===== config.mk =====
export PLATFORM = sky130hd
export DESIGN_NAME = rtcc_calibration
export DESIGN_NICKNAME = d
export VERILOG_FILES = /design/src/core/rtcc_pkg.sv /design/src/core/rtcc_cal_cycle.sv /design/src/core/rtcc_calibration.sv /design/src/core/rtcc_divider.sv
export SDC_FILE = /design/constraint.sdc
export NUM_CORES = 1
export LEC_CHECK = 0
export ABC_AREA = 1
export BUFFER_PORTS_ARGS = -buffer_cell sky130_fd_sc_hd__buf_2
export CORE_MARGIN = 1
export CORE_UTILIZATION = 45
export CTS_BUF_LIST = sky130_fd_sc_hd__clkbuf_2
export DETAILED_ROUTE_END_ITERATION = 10
export REMOVE_ABC_BUFFERS = 1
export SLEW_MARGIN = 5
export SYNTH_ARGS = -nofsm -noshare
export SYNTH_HDL_FRONTEND = slang
export SYNTH_SLANG_ARGS = --single-unit

===== constraint.sdc =====
create_clock -name clock -period 3.2 [get_ports clock]
set_input_delay 0.48 -clock clock [delete_from_list [all_inputs] [get_ports clock]]
set_output_delay 0.48 -clock clock [all_outputs]
set_load 0.1 [all_outputs]

===== src/core/rtcc_pkg.sv =====
/*
  Shared constants and types of the calibration and test-output block.
  Assumes one 25 MHz clock and a one-cycle oscillator tick per crystal cycle.
*/
// What this block does
// - Correction is made by blanking or splitting pulses out of the divide-by-128 stage.
// - The correction magnitude is the unsigned value 0 to 31 in control bits 4 to 0.
// - Control bit 5 set means positive correction (clock runs faster), clear means negative.
// - Correction runs over a 64-minute cycle and only its first 62 minutes can be touched.
// - One second per affected minute is altered: lengthened by 128 or shortened by 256 cycles.
// - The first 2N minutes of each cycle are affected, N being the magnitude.
// - With the frequency-test bit (bit 6) set the test pin toggles at 512 Hz.
// - The calibration value never changes the frequency of the 512 Hz test signal.
// - With the frequency-test bit clear the test pin shows control bit 7 as a static level.
// - The test pin is open drain: it only pulls low and is released for a high level.

`default_nettype none

package rtcc_pkg;

  // ****************************************************************
  // rates and divider
  // ****************************************************************
  localparam int OSC_HZ  = 32768;
  localparam int TEST_HZ = 512;
  // half a test period in oscillator cycles picks the prescaler tap
  localparam int TAP_BIT = $clog2(OSC_HZ / (2 * TEST_HZ));

  localparam logic [6:0] PRESCALE_LAST = 7'h7F;
  localparam logic [4:0] TAP_HALF_LAST = 5'h1F;

  localparam logic [7:0] STAGE_LAST       = 8'hFF;
  localparam logic [7:0] STAGE_ZERO       = 8'h00;
  localparam logic [7:0] STAGE_STEP       = 8'h01;
  localparam logic [7:0] STAGE_SPLIT_STEP = 8'h03;
  localparam logic [7:0] STAGE_CORR_POINT = 8'h80;

  // ****************************************************************
  // calibration cycle
  // ****************************************************************
  localparam logic [5:0] SECOND_LAST  = 6'h3B;
  localparam logic [5:0] SECOND_ZERO  = 6'h00;
  localparam logic [5:0] CORR_SECOND  = 6'h00;
  localparam logic [5:0] MINUTE_ZERO  = 6'h00;
  localparam logic [5:0] MINUTE_STEP  = 6'h01;
  localparam logic [5:0] SECOND_STEP  = 6'h01;
  localparam logic [5:0] MINUTE_LIMIT = 6'h3E;

  // ****************************************************************
  // register
  // ****************************************************************
  localparam logic [5:0] CTRL_ADDR  = 6'h07;
  localparam logic [7:0] CTRL_RESET = 8'h00;
  localparam logic [7:0] READ_ZERO  = 8'h00;

  typedef struct packed {
    logic       levelOut;
    logic       frequency_test_enable;
    logic       signPositive;
    logic [4:0] magnitude;
  } rtcc_ctrl_type;

  typedef struct packed {
    logic       write;
    logic       read;
    logic [5:0] addr;
    logic [7:0] data;
  } rtcc_regreq_type;

  typedef enum logic [0:0] {
    CORR_IDLE,
    CORR_PENDING
  } rtcc_corr_type;

endpackage

`default_nettype wire


===== src/core/rtcc_cal_cycle.sv =====
/*
  Second and minute position within the 64-minute calibration cycle.
  Assumes secondPulse marks the end of each corrected second.
*/

`default_nettype none

module rtcc_cal_cycle
  import rtcc_pkg::*;
(
  // clock and reset
  input  wire logic       clock,
  input  wire logic       reset,
  // timing
  input  wire logic       secondPulse,
  // position
  output var  logic [5:0] secondPos,
  output var  logic [5:0] minutePos,
  output var  logic       newSecond
);

  // ****************************************************************
  // counters
  // ****************************************************************
  logic       minuteRoll;
  logic [5:0] secondPos_next;
  logic [5:0] minutePos_next;

  assign minuteRoll     = secondPulse && (secondPos == SECOND_LAST);
  assign secondPos_next = minuteRoll ? SECOND_ZERO
                        : (secondPulse ? secondPos + SECOND_STEP : secondPos);
  // six bits wrap by themselves after minute 63
  assign minutePos_next = minuteRoll ? minutePos + MINUTE_STEP : minutePos;

  always_ff @(posedge clock or posedge reset) begin
    if (reset) begin
      secondPos <= SECOND_ZERO;
      minutePos <= MINUTE_ZERO;
      newSecond <= 1'b0;
    end else begin
      secondPos <= secondPos_next;
      minutePos <= minutePos_next;
      newSecond <= secondPulse;
    end
  end

  // ****************************************************************
  // checks
  // ****************************************************************
  AST_MINUTE_ADVANCE: assert property (@(posedge clock) disable iff (reset)
    minuteRoll |=> (minutePos == $past(minutePos) + MINUTE_STEP) && (secondPos == SECOND_ZERO))
    else $error("minute position did not advance on rollover");

endmodule

`default_nettype wire


===== src/core/rtcc_calibration.sv =====
/*
  Calibration and test-output block: control register at location 7,
  the corrected divide-by-256 stage that makes the second, and the
  open-drain test/level pin.
  Assumes register requests arrive already decoded from the serial
  interface, and oscTick is one pulse per crystal cycle.
*/

`default_nettype none

module rtcc_calibration
  import rtcc_pkg::*;
(
  // clock and reset
  input  wire logic            clock,
  input  wire logic            reset,
  // oscillator
  input  wire logic            oscTick,
  // register port
  input  wire rtcc_regreq_type regRequest,
  output var  logic [7:0]      regReadData,
  output var  logic            regReadValid,
  // timekeeping
  output var  logic            secondTick,
  // test/level pin, open drain
  input  wire logic            testPinIn,
  output var  logic            testPinOut,
  output var  logic            testPinEnableN
);

  // ****************************************************************
  // decoding
  // ****************************************************************
  function automatic logic isCtrlAddr(input logic [5:0] addr);
    isCtrlAddr = (addr == CTRL_ADDR);
  endfunction

  // ****************************************************************
  // control register
  // ****************************************************************
  rtcc_ctrl_type ctrl_reg;
  rtcc_ctrl_type ctrl_next;
  logic          ctrlWrite;
  logic          ctrlRead;
  logic [7:0]    readData_next;

  assign ctrlWrite     = regRequest.write && isCtrlAddr(regRequest.addr);
  assign ctrlRead      = regRequest.read && isCtrlAddr(regRequest.addr);
  assign ctrl_next     = ctrlWrite ? rtcc_ctrl_type'(regRequest.data) : ctrl_reg;
  assign readData_next = ctrlRead ? ctrl_reg : READ_ZERO;

  always_ff @(posedge clock or posedge reset) begin
    if (reset) begin
      ctrl_reg <= rtcc_ctrl_type'(CTRL_RESET);
    end else begin
      ctrl_reg <= ctrl_next;
    end
  end

  always_ff @(posedge clock or posedge reset) begin
    if (reset) begin
      regReadData  <= READ_ZERO;
      regReadValid <= 1'b0;
    end else begin
      regReadData  <= readData_next;
      regReadValid <= regRequest.read;
    end
  end

  // ****************************************************************
  // prescaler and cycle position
  // ****************************************************************
  logic       stageTick;
  logic       testSquare;
  logic       secondPulse;
  logic [5:0] secondPos;
  logic [5:0] minutePos;
  logic       newSecond;

  rtcc_divider i_rtcc_divider (
    .clock      (clock),
    .reset      (reset),
    .oscTick    (oscTick),
    .stageTick  (stageTick),
    .testSquare (testSquare)
  );

  rtcc_cal_cycle i_rtcc_cal_cycle (
    .clock       (clock),
    .reset       (reset),
    .secondPulse (secondPulse),
    .secondPos   (secondPos),
    .minutePos   (minutePos),
    .newSecond   (newSecond)
  );

  // ****************************************************************
  // correction window
  // ****************************************************************
  logic [5:0] affectedMinutes;
  logic       minuteAffected;
  logic       secondSelected;
  logic       windowOpen;

  // 2N minutes; with N at most 31 this never passes minute 62
  assign affectedMinutes = {ctrl_reg.magnitude, 1'b0};
  assign minuteAffected  = (minutePos < affectedMinutes) && (minutePos < MINUTE_LIMIT);
  assign secondSelected  = (secondPos == CORR_SECOND);
  assign windowOpen      = newSecond && secondSelected && minuteAffected;

  // ****************************************************************
  // correction sequencer
  // ****************************************************************
  rtcc_corr_type corrState_reg;
  rtcc_corr_type corrState_next;
  logic [7:0]    stage_reg;
  logic          applyPoint;
  logic          applyNeg;
  logic          applyPos;
  logic          applyAny;

  assign applyPoint = stageTick && (corrState_reg == CORR_PENDING)
                    && (stage_reg == STAGE_CORR_POINT);
  // the sign is read at the moment of correction, not when armed
  assign applyNeg   = applyPoint && !ctrl_reg.signPositive;
  assign applyPos   = applyPoint && ctrl_reg.signPositive;
  assign applyAny   = applyNeg || applyPos;

  always_comb begin
    corrState_next = corrState_reg;
    case (corrState_reg)
      CORR_IDLE: begin
        if (windowOpen) begin
          corrState_next = CORR_PENDING;
        end
      end
      CORR_PENDING: begin
        // one correction only, then wait for the next selected second
        if (applyAny) begin
          corrState_next = CORR_IDLE;
        end
      end
      default: begin
        corrState_next = CORR_IDLE;
      end
    endcase
  end

  always_ff @(posedge clock or posedge reset) begin
    if (reset) begin
      corrState_reg <= CORR_IDLE;
    end else begin
      corrState_reg <= corrState_next;
    end
  end

  // ****************************************************************
  // corrected divide-by-256 stage
  // ****************************************************************
  logic [7:0] stage_next;
  logic       stageWrap;

  // the correction point is mid-count, so a split step never crosses the wrap
  assign stageWrap = stageTick && !applyAny && (stage_reg == STAGE_LAST);

  always_comb begin
    stage_next = stage_reg;
    if (stageTick) begin
      if (applyNeg) begin
        stage_next = stage_reg;
      end else if (applyPos) begin
        stage_next = stage_reg + STAGE_SPLIT_STEP;
      end else if (stageWrap) begin
        stage_next = STAGE_ZERO;
      end else begin
        stage_next = stage_reg + STAGE_STEP;
      end
    end
  end

  assign secondPulse = stageWrap;

  always_ff @(posedge clock or posedge reset) begin
    if (reset) begin
      stage_reg  <= STAGE_ZERO;
      secondTick <= 1'b0;
    end else begin
      stage_reg  <= stage_next;
      secondTick <= secondPulse;
    end
  end

  // ****************************************************************
  // test / level pin
  // ****************************************************************
  logic pinLow_next;

  // low enable pulls the line down; a high level is left to the pull-up
  assign pinLow_next = ctrl_reg.frequency_test_enable ? !testSquare
                     : !ctrl_reg.levelOut;

  always_ff @(posedge clock or posedge reset) begin
    if (reset) begin
      testPinOut     <= 1'b0;
      testPinEnableN <= 1'b1;
    end else begin
      testPinOut     <= 1'b0;
      testPinEnableN <= !pinLow_next;
    end
  end

  // the pin level is not used inside; it is kept for a later readback path
  logic pinSeen;
  assign pinSeen = testPinIn;

  // ****************************************************************
  // checks
  // ****************************************************************
  AST_TEST_FOLLOWS_TAP: assert property (@(posedge clock) disable iff (reset)
    ctrl_reg.frequency_test_enable |=> (testPinEnableN == $past(testSquare)))
    else $error("test pin does not follow the 512 Hz tap");

  AST_LEVEL_OUT: assert property (@(posedge clock) disable iff (reset)
    !ctrl_reg.frequency_test_enable |=> (testPinEnableN == $past(ctrl_reg.levelOut)))
    else $error("test pin does not show the level bit");

  AST_OPEN_DRAIN: assert property (@(posedge clock) disable iff (reset)
    testPinOut == 1'b0)
    else $error("test pin driven high");

  AST_BLANK: assert property (@(posedge clock) disable iff (reset)
    applyNeg |=> (stage_reg == $past(stage_reg)) && !secondTick)
    else $error("negative correction did not blank a stage pulse");

  AST_SPLIT: assert property (@(posedge clock) disable iff (reset)
    applyPos |=> (stage_reg == $past(stage_reg) + STAGE_SPLIT_STEP))
    else $error("positive correction did not add two stage counts");

  AST_SIGN: assert property (@(posedge clock) disable iff (reset)
    applyAny |-> (applyPos == ctrl_reg.signPositive) && (applyNeg == !ctrl_reg.signPositive))
    else $error("correction direction differs from the sign bit");

  AST_WINDOW: assert property (@(posedge clock) disable iff (reset)
    $rose(corrState_reg == CORR_PENDING)
      |-> ($past(minutePos) < {$past(ctrl_reg.magnitude), 1'b0})
          && ($past(minutePos) < MINUTE_LIMIT))
    else $error("correction armed outside the first 2N minutes");

  AST_FIXED_SECOND: assert property (@(posedge clock) disable iff (reset)
    applyAny |-> (secondPos == CORR_SECOND))
    else $error("correction outside the selected second");

  AST_ONE_PER_SECOND: assert property (@(posedge clock) disable iff (reset)
    applyAny |=> (corrState_reg == CORR_IDLE))
    else $error("more than one correction in a second");

  AST_NO_MAGNITUDE: assert property (@(posedge clock) disable iff (reset)
    (ctrl_reg.magnitude == 5'h00) |-> !(windowOpen && corrState_reg == CORR_IDLE))
    else $error("zero magnitude armed a correction");

  AST_STAGE_WRAP: assert property (@(posedge clock) disable iff (reset)
    secondPulse |=> (stage_reg == STAGE_ZERO) && secondTick)
    else $error("stage did not wrap at the end of a second");

  AST_READBACK: assert property (@(posedge clock) disable iff (reset)
    ctrlRead |=> regReadValid && (regReadData == $past(ctrl_reg)))
    else $error("control register read back wrong");

  AST_CTRL_WRITE: assert property (@(posedge clock) disable iff (reset)
    ctrlWrite |=> (ctrl_reg == $past(regRequest.data)))
    else $error("control write did not land");

  AST_CTRL_HOLD: assert property (@(posedge clock) disable iff (reset)
    !ctrlWrite |=> $stable(ctrl_reg))
    else $error("control register changed without a write");

  AST_READ_OTHER: assert property (@(posedge clock) disable iff (reset)
    (regRequest.read && !ctrlRead) |=> regReadValid && (regReadData == READ_ZERO))
    else $error("unmapped read returned data");

  AST_READ_VALID: assert property (@(posedge clock) disable iff (reset)
    regRequest.read |=> regReadValid)
    else $error("read strobe gave no valid pulse");

  AST_READ_PULSE: assert property (@(posedge clock) disable iff (reset)
    !regRequest.read |=> !regReadValid)
    else $error("read valid without a read");

  AST_ARM: assert property (@(posedge clock) disable iff (reset)
    (windowOpen && (corrState_reg == CORR_IDLE)) |=> (corrState_reg == CORR_PENDING))
    else $error("selected second of an affected minute was not armed");

  AST_PENDING_SECOND: assert property (@(posedge clock) disable iff (reset)
    (corrState_reg == CORR_PENDING) |-> (secondPos == CORR_SECOND))
    else $error("correction still pending outside the selected second");

  AST_LAST_MINUTES: assert property (@(posedge clock) disable iff (reset)
    (minutePos >= MINUTE_LIMIT) |-> !minuteAffected)
    else $error("minute past the correctable part of the cycle was affected");

  AST_STAGE_HOLD: assert property (@(posedge clock) disable iff (reset)
    !stageTick |=> $stable(stage_reg))
    else $error("stage moved without a divide-by-128 pulse");

endmodule

`default_nettype wire


===== src/core/rtcc_divider.sv =====
/*
  Oscillator prescaler: divide-by-128 pulse and the 512 Hz square tap.
  Assumes oscTick is a one-cycle pulse per crystal cycle, synchronous to clock.
*/

`default_nettype none

module rtcc_divider
  import rtcc_pkg::*;
(
  // clock and reset
  input  wire logic clock,
  input  wire logic reset,
  // oscillator
  input  wire logic oscTick,
  // outputs
  output var  logic stageTick,
  output var  logic testSquare
);

  // ****************************************************************
  // prescaler
  // ****************************************************************
  logic [6:0] prescale_reg;
  logic [6:0] prescale_next;
  logic       stageTick_next;

  assign prescale_next  = oscTick ? prescale_reg + 7'h01 : prescale_reg;
  assign stageTick_next = oscTick && (prescale_reg == PRESCALE_LAST);

  always_ff @(posedge clock or posedge reset) begin
    if (reset) begin
      prescale_reg <= 7'h00;
      stageTick    <= 1'b0;
      testSquare   <= 1'b0;
    end else begin
      prescale_reg <= prescale_next;
      stageTick    <= stageTick_next;
      // tap sits before any blanking or splitting, so calibration cannot reach it
      testSquare   <= prescale_next[TAP_BIT];
    end
  end

  // ****************************************************************
  // checks
  // ****************************************************************
  AST_TAP_EDGE: assert property (@(posedge clock) disable iff (reset)
    $changed(testSquare) |-> $past(oscTick) && ($past(prescale_reg[4:0]) == TAP_HALF_LAST))
    else $error("test tap moved off a 32-cycle boundary");

endmodule

`default_nettype wire


==> impl_results.md, run 1 <==
- Multi-input logic area: 1110 sq um
- Htree depth: 2
- # fillers: roughly 530
- CTS Buf Count: 5
- LEAKAGE: about 0.0016 uW
- Synth area leader: dfrtp_1
- CP Capture Type: primary output
- Hold_buf cts: 0
- Tmin final: about 1900 ps
- Initial drt markers: between 80 and 90
- PwrDens: around 470 nW/um^2
- Slowest cell on crit path: dfstp_2
- Final hold violations: 0
- # nets final: about 370
- Register area: about 1200 sq um
- Antenna violations before repair: 0
- Fin cells: 408
- Die Height: between 70 and 80 um
- Crit-path leading delay family: flip-flops
- Row count: 26
- Via Count: between 1500 and 2000
- Tcrit/Tclk final: 0.590
- Worst-skew pair later-pin latency: 440 ps
- RSZ-0062 raised after global routing: false
- Slew Viols, Final: 0
- Total core area: roughly 5300 sq um
- Worst Tran Pin Value: ~1000 ps
- Synth top area share: 0.465
- Largest stage delay, worst path: roughly 570 ps
- Multiplexer share of the synthesized area: 0.00446
- Synth Area in XOR/XNOR: 0.0416
- Largest net degree at the start of global routing: approximately 50
- CP Cell Sequence: buf_2
- Yosys warns: 0
- Synth Area in Simple Gates: 0.280
- CP arrival: roughly 1400 ps
- I/O Buffers: 29
- Placed insts: 400
- Die width: 76.9 um
- Worst Path Required: 2720 ps
- Max_slew headroom: 0.329
- WL/cell: 11.2 um
- Yosys cell types: 29
- Post_cts resized: 0
- Compound-cell area share of the yosys netlist: 0.0564
- CTS root buffer: clkbuf_2
- Max Cap Viol: 0
- Mapped Cells: around 310
- Vias per cell: ~4.8
- Met3 usage: 0.0310
- CP Buf/Inv Count: 1
- Initial Util: 0.480
- Vias in the first global route: ~1800
- GRT met1 Usage: 0.232
- Diode count: 0
- Adder-Cell Fraction of Synth Area: 0.0545
- Crit path launch type: flip-flop
- Met2 GRT Util: 0.263
- Async SR Flop Fraction: 1.00
- Final WL: 4570 um
- Clock slew at the register clock pins of the worst setup and hold paths: between 200 and 300 ps
- Crit path max fanout: 1
- GR peak layer: met2
- Post-CTS setup buffers: 0
- Number of synthesized flops with an enable pin: 0
- Synthesized cell area: roughly 2500 sq um
- Fmax: 530 MHz
- Seq/Total Area, Yosys: 0.476
- CP Class: reg -> out
- # setup viols final: 0
- Top Ports: 32
- Remaining DRCs: 0
- CTS tree: yes
- Global Route Usage Sum: 0.170
- Layout area overhead: 11.6%
- Avg Cell Area, Syn: about 8.3 sq um
- Setup_tns: 0 ps
- Yosys reg bits: 48
- Die Area: just under 6000 sq um
- Status: completed
- Worst vdd ir: approximately 0.34 mV
- Share of cells above drive strength 1: 0.154
- First-pass GRT wire length: a little under 8000 um
- PnR Total Power: about 1300 uW
- Router iterations before antenna repair: 4
- Worst Clk Skew: 38.4 ps
- Final HPWL DP: 3230 um
- Largest family of logic cells by synthesized area: simple AND/OR/NAND/NOR gates
- Post-DRT Antenna Nets: 0
- Clock Path Buffers: 2
- Clk sinks: 48
- Tightest Hold Check Type: in -> reg
- Total grt overflow: 0
- Main synth FF type: dfrtp_1
- Final GP Congestion: between 0.8 and 0.9
- Ranking of synthesized cells by area: dfrtp_1 (47%), nand2_1 (9.4%), inv_1 (7.0%)
-- cell usage after synthesis (2+ instances only) --
master	count
nor3_1	3
nor3b_1	2
buf_2	2
dfrtp_1	47
xnor2_1	4
nand2_1	63
nand2_4	2
o21ai_0	12
buf_4	3
nand3_1	25
nor2_2	3
nand4_1	8
inv_1	47
a21oi_1	15
nor2_1	39
xor2_1	8
ha_1	11
-- layout make-up --
type	instances	share of cell area
clock buffers	5	0.00887
clock inverters	3	0.0244
inverters	48	0.0656
multi-input cells	205	0.392
flip-flops and latches	48	0.426
well taps	70	0.0310
repair buffers	29	0.0514
-- where the power goes --
part	leakage [uW]	internal [uW]	switching, uW
clock	0.0000536	213	204
combinational	0.000905	69.6	131
sequential	0.000617	674	42.2
-- cell usage in the layout (no fill, tap or decap) --
cell       instances
nor2_2             3
inv_1             46
o21bai_1           1
inv_2              1
nand3b_1           1
dfrtp_1           47
nor3_4             1
nand3_1           25
nor2_4             1
clkinv_4           1
mux2_2             1
buf_2             29
bufinv_16          2
or2_2              1
conb_1             1
nor2_8             1
dfstp_2            1
a21oi_1           15
nand2_2            1
ha_1              11
nor3b_1            2
nor3_1             3
nand2_4            2
nand4_1            8
inv_6              1
nor2_1            39
xnor2_1            4
o21ai_0           12
nand2_1           63
nand3_2            1
xor2_1             8
clkbuf_2           5
-- cells by family after synthesis --
family                     Yosys count
adders and majority gates           11
AOI/OAI and AO/OA                   28
and+or+nand+nor                    152
xor gates and xnor gates            12
other                                1
DFF                                 48
muxes                                1
buffers and inverters               53
-- per-stage QoR --
step | instance area (sq um) | setup slack (ps) | hold slack, ps | utilization
after floorplan | 2490 | 1580 | 424 | -
after global placement | 2730 | 1370 | 450 | 0.518
after detailed placement | 2730 | 1400 | 469 | 0.518
after CTS | 2820 | 1270 | 113 | 0.535
after global routing | 2820 | 1220 | 91.4 | 0.535
final | 2820 | 1310 | 147 | 0.535
-- routing by layer --
layer | vias up | share of wire
met5 | - | 0
met4 | 0 | 0.016
met3 | 9 | 0.034
met2 | 38 | 0.44
met1 | 871 | 0.51
li1 | 1025 | -
-- worst paths after layout --
path | start | endpoint | slack (ps) | cells past startpoint
max | testPinEnableN$_DFF_PP1_ | testPinEnableN | 1310 | 1
min | regRequest[14] | regReadValid$_DFF_PP0_ | 150 | 1
max reg2reg | stage_reg[0]$_DFFE_PP0P_ | stage_reg[7]$_DFFE_PP0P_ | 1370 | 9
min reg2reg | ctrl_reg[6]$_DFFE_PP0P_ | testPinEnableN$_DFF_PP1_ | 490 | 1
max in group asynchronous | reset | i_rtcc_cal_cycle.secondPos[1]$_DFFE_PP0P_ | 2330 | 2
min in group asynchronous | reset | stage_reg[2]$_DFFE_PP0P_ | 230 | 2
Power figures use the tool's default switching activity.
==> run 2, diff against run 1 <==
- clock period: 3.2 -> 1.77 ns (I/O delays scaled with it)
==> run 2 against run 1 <==
  * Clock skew is 25 ps lower
  * Flip-flop and latch count stayed put
  * Critical endpoint unchanged
  * Register-to-register slack worse by 1200 ps
  * Final area is 2.0% higher
  * Cell count is 1.7% higher
  * Total power is 71% higher
  * Largest power group unchanged
  * Highest routed layer unchanged
==> impl_results.md, run 2 (synthesized netlist as in run 1, its figures left out) <==
- Status: completed
- Register area: 1200 sq um (unchanged)
- Remaining DRCs: 0 (unchanged)
- Slowest cell on crit path: dfstp_2
- CTS root buffer: clkbuf_2
- Top Ports: 32 (unchanged)
- Clock Path Buffers: 2 (unchanged)
- Vias in the first global route: 1954 (+10%)
- # fillers: 495 (-5.9%)
- Crit path max fanout: 1 (unchanged)
- LEAKAGE: 0.00160 uW (+1.3%)
- Multi-input logic area: 1120 sq um (+0.90%)
- Total grt overflow: 0 (unchanged)
- Worst Clk Skew: 13.6 ps (-24.8 ps)
- Largest net degree at the start of global routing: 49 (unchanged)
- Worst hold start: oscTick
- PwrDens: 793 nW/um^2 (+68%)
- Fmax: 591 MHz
- Die Height: 76.9 um (unchanged)
- CP Capture Type: primary output
- Worst-skew pair later-pin latency: 440 ps (about the same)
- Worst setup margin: 78.0 ps (-1240 ps)
- Htree depth: 2 (unchanged)
- Final HPWL DP: 3370 um (+4.6%)
- CP Class: reg -> out
- Die width: 76.9 um (unchanged)
- First-pass GRT wire length: 8310 um (+5.5%)
- Vias per cell: 4.74 (-0.37%)
- Post-DRT Antenna Nets: 0 (unchanged)
- Initial drt markers: 75 (-7.4%)
- CP Cell Sequence: buf_2
- Via Count: 1969 (+1.3%)
- Initial Util: 0.480 (unchanged)
- Most common cell after layout, fill and taps aside: nand2_1
- CP arrival: 1430 ps (+20 ps)
- CP Buf/Inv Count: 1 (unchanged)
- Post-CTS setup buffers: 0 (unchanged)
- Tmin final: about 1700 ps
- Share of cells above drive strength 1: 0.171 (+0.0172)
- Worst Path Required: 1500 ps (-1220 ps)
- WHS Path Cells: 2 (+1)
- Worst r2r src: stage_reg[0]$_DFFE_PP0P_
- Fin cells: 415 (+1.7%)
- Crit-path leading delay family: flip-flops
- WL/cell: 11.3 um (+0.68%)
- Largest stage delay, worst path: 580 ps (about the same)
- Clk sinks: 48 (unchanged)
- Diode count: 0 (unchanged)
- Slew Viols, Final: 0 (unchanged)
- Crit path launch type: flip-flop
- RSZ-0062 raised after global routing: false
- Total core area: 5270 sq um (unchanged)
- Worst Reg2Reg Path Length in Cells: 9 (unchanged)
- Max Cap Viol: 0 (unchanged)
- # setup viols final: 0 (unchanged)
- Final hold violations: 0 (unchanged)
- CTS tree: yes
- Most frequent cells in the layout: nand2_1 (63), dfrtp_1 (47), inv_1 (46)
- # nets final: 375 (+1.9%)
- Final GP Congestion: 0.810 (about the same)
- Antenna violations before repair: 0 (unchanged)
- Worst vdd ir: 0.569 mV (+66%)
- Clock slew at the register clock pins of the worst setup and hold paths: 250 ps (about the same)
- Reg-to-Reg End: stage_reg[6]$_DFFE_PP0P_
- Die Area: 5920 sq um (unchanged)
- Tightest Hold Check Type: in -> reg
- Router iterations before antenna repair: 4 (unchanged)
- Global Route Usage Sum: 0.178 (+0.00857)
- Register-to-Register Setup Slack: 170 ps (-1200 ps)
- Layout area overhead: 13.9%
- Row count: 26 (unchanged)
- I/O Buffers: 29 (unchanged)
- Hold EP: i_rtcc_divider.prescale_reg[0]$_DFFE_PP0P_
- Tcrit/Tclk final: 0.956
- Final WL: 4680 um (+2.4%)
- Placed insts: 405 (+1.3%)
- Pre-CTS setup slack: 155 ps (-1250 ps)
- CTS Buf Count: 5 (unchanged)
- Setup_tns: 0 ps (unchanged)
## run 2: area by class of cell
type	count	area share
multi-input combinational	205	0.388
sequential	48	0.418
clock buffer	5	0.00869
clock inverter	3	0.0161
tap	70	0.0304
timing repair buffer	36	0.0748
inverter	48	0.0643
## run 2: metrics by stage
step           total power (uW)  hold WS, ps   util  cell area, sq um
2_1_floorplan              1600          297      -              2490
3_3_place_gp               1680          327  0.527              2780
3_5_place_dp               1690          329  0.527              2780
4_1_cts                    2320         13.0  0.544              2870
5_1_grt                    2420         14.0  0.546              2880
6_report                   2280         33.9  0.546              2880
## run 2: what timing repair did
action,4_1_cts,5_1_grt
endpoints found under the setup margin,0,8
gates resized for setup,0,3
hold endpoints to repair,48,0
hold buffers,2,0
## run 2: worst max path at each step
stage                                   startpoint                        to  slack [ps]  cells after the start
after floorplan           stage_reg[0]$_DFFE_PP0P_  stage_reg[0]$_DFFE_PP0P_         240                      9
after global placement    stage_reg[0]$_DFFE_PP0P_  stage_reg[6]$_DFFE_PP0P_         180                      8
after detailed placement  stage_reg[0]$_DFFE_PP0P_  stage_reg[1]$_DFFE_PP0P_         150                     10
after CTS                 testPinEnableN$_DFF_PP1_            testPinEnableN          40                      1
after global routing      testPinEnableN$_DFF_PP1_            testPinEnableN           2                      1
final                     testPinEnableN$_DFF_PP1_            testPinEnableN          80                      1
## run 2: where the power goes
| group | leakage (uW) | total (uW) | switching, uW | internal, uW |
|---|---|---|---|---|
| combinational | 0.000940 | 368 | 235 | 133 |
| sequential | 0.000617 | 1300 | 77.6 | 1220 |
| clock | 0.0000396 | 619 | 376 | 243 |
| total | 0.00160 | 2280 | 689 | 1600 |
## run 2: per-layer routing
layer  vias up  wire length (um)  global-route usage
met3         5               176              0.0440
li1       1037                 -                   -
met5         -                 0                   0
met2        36              2090               0.296
met4         0                66              0.0577
met1       891              2350               0.228
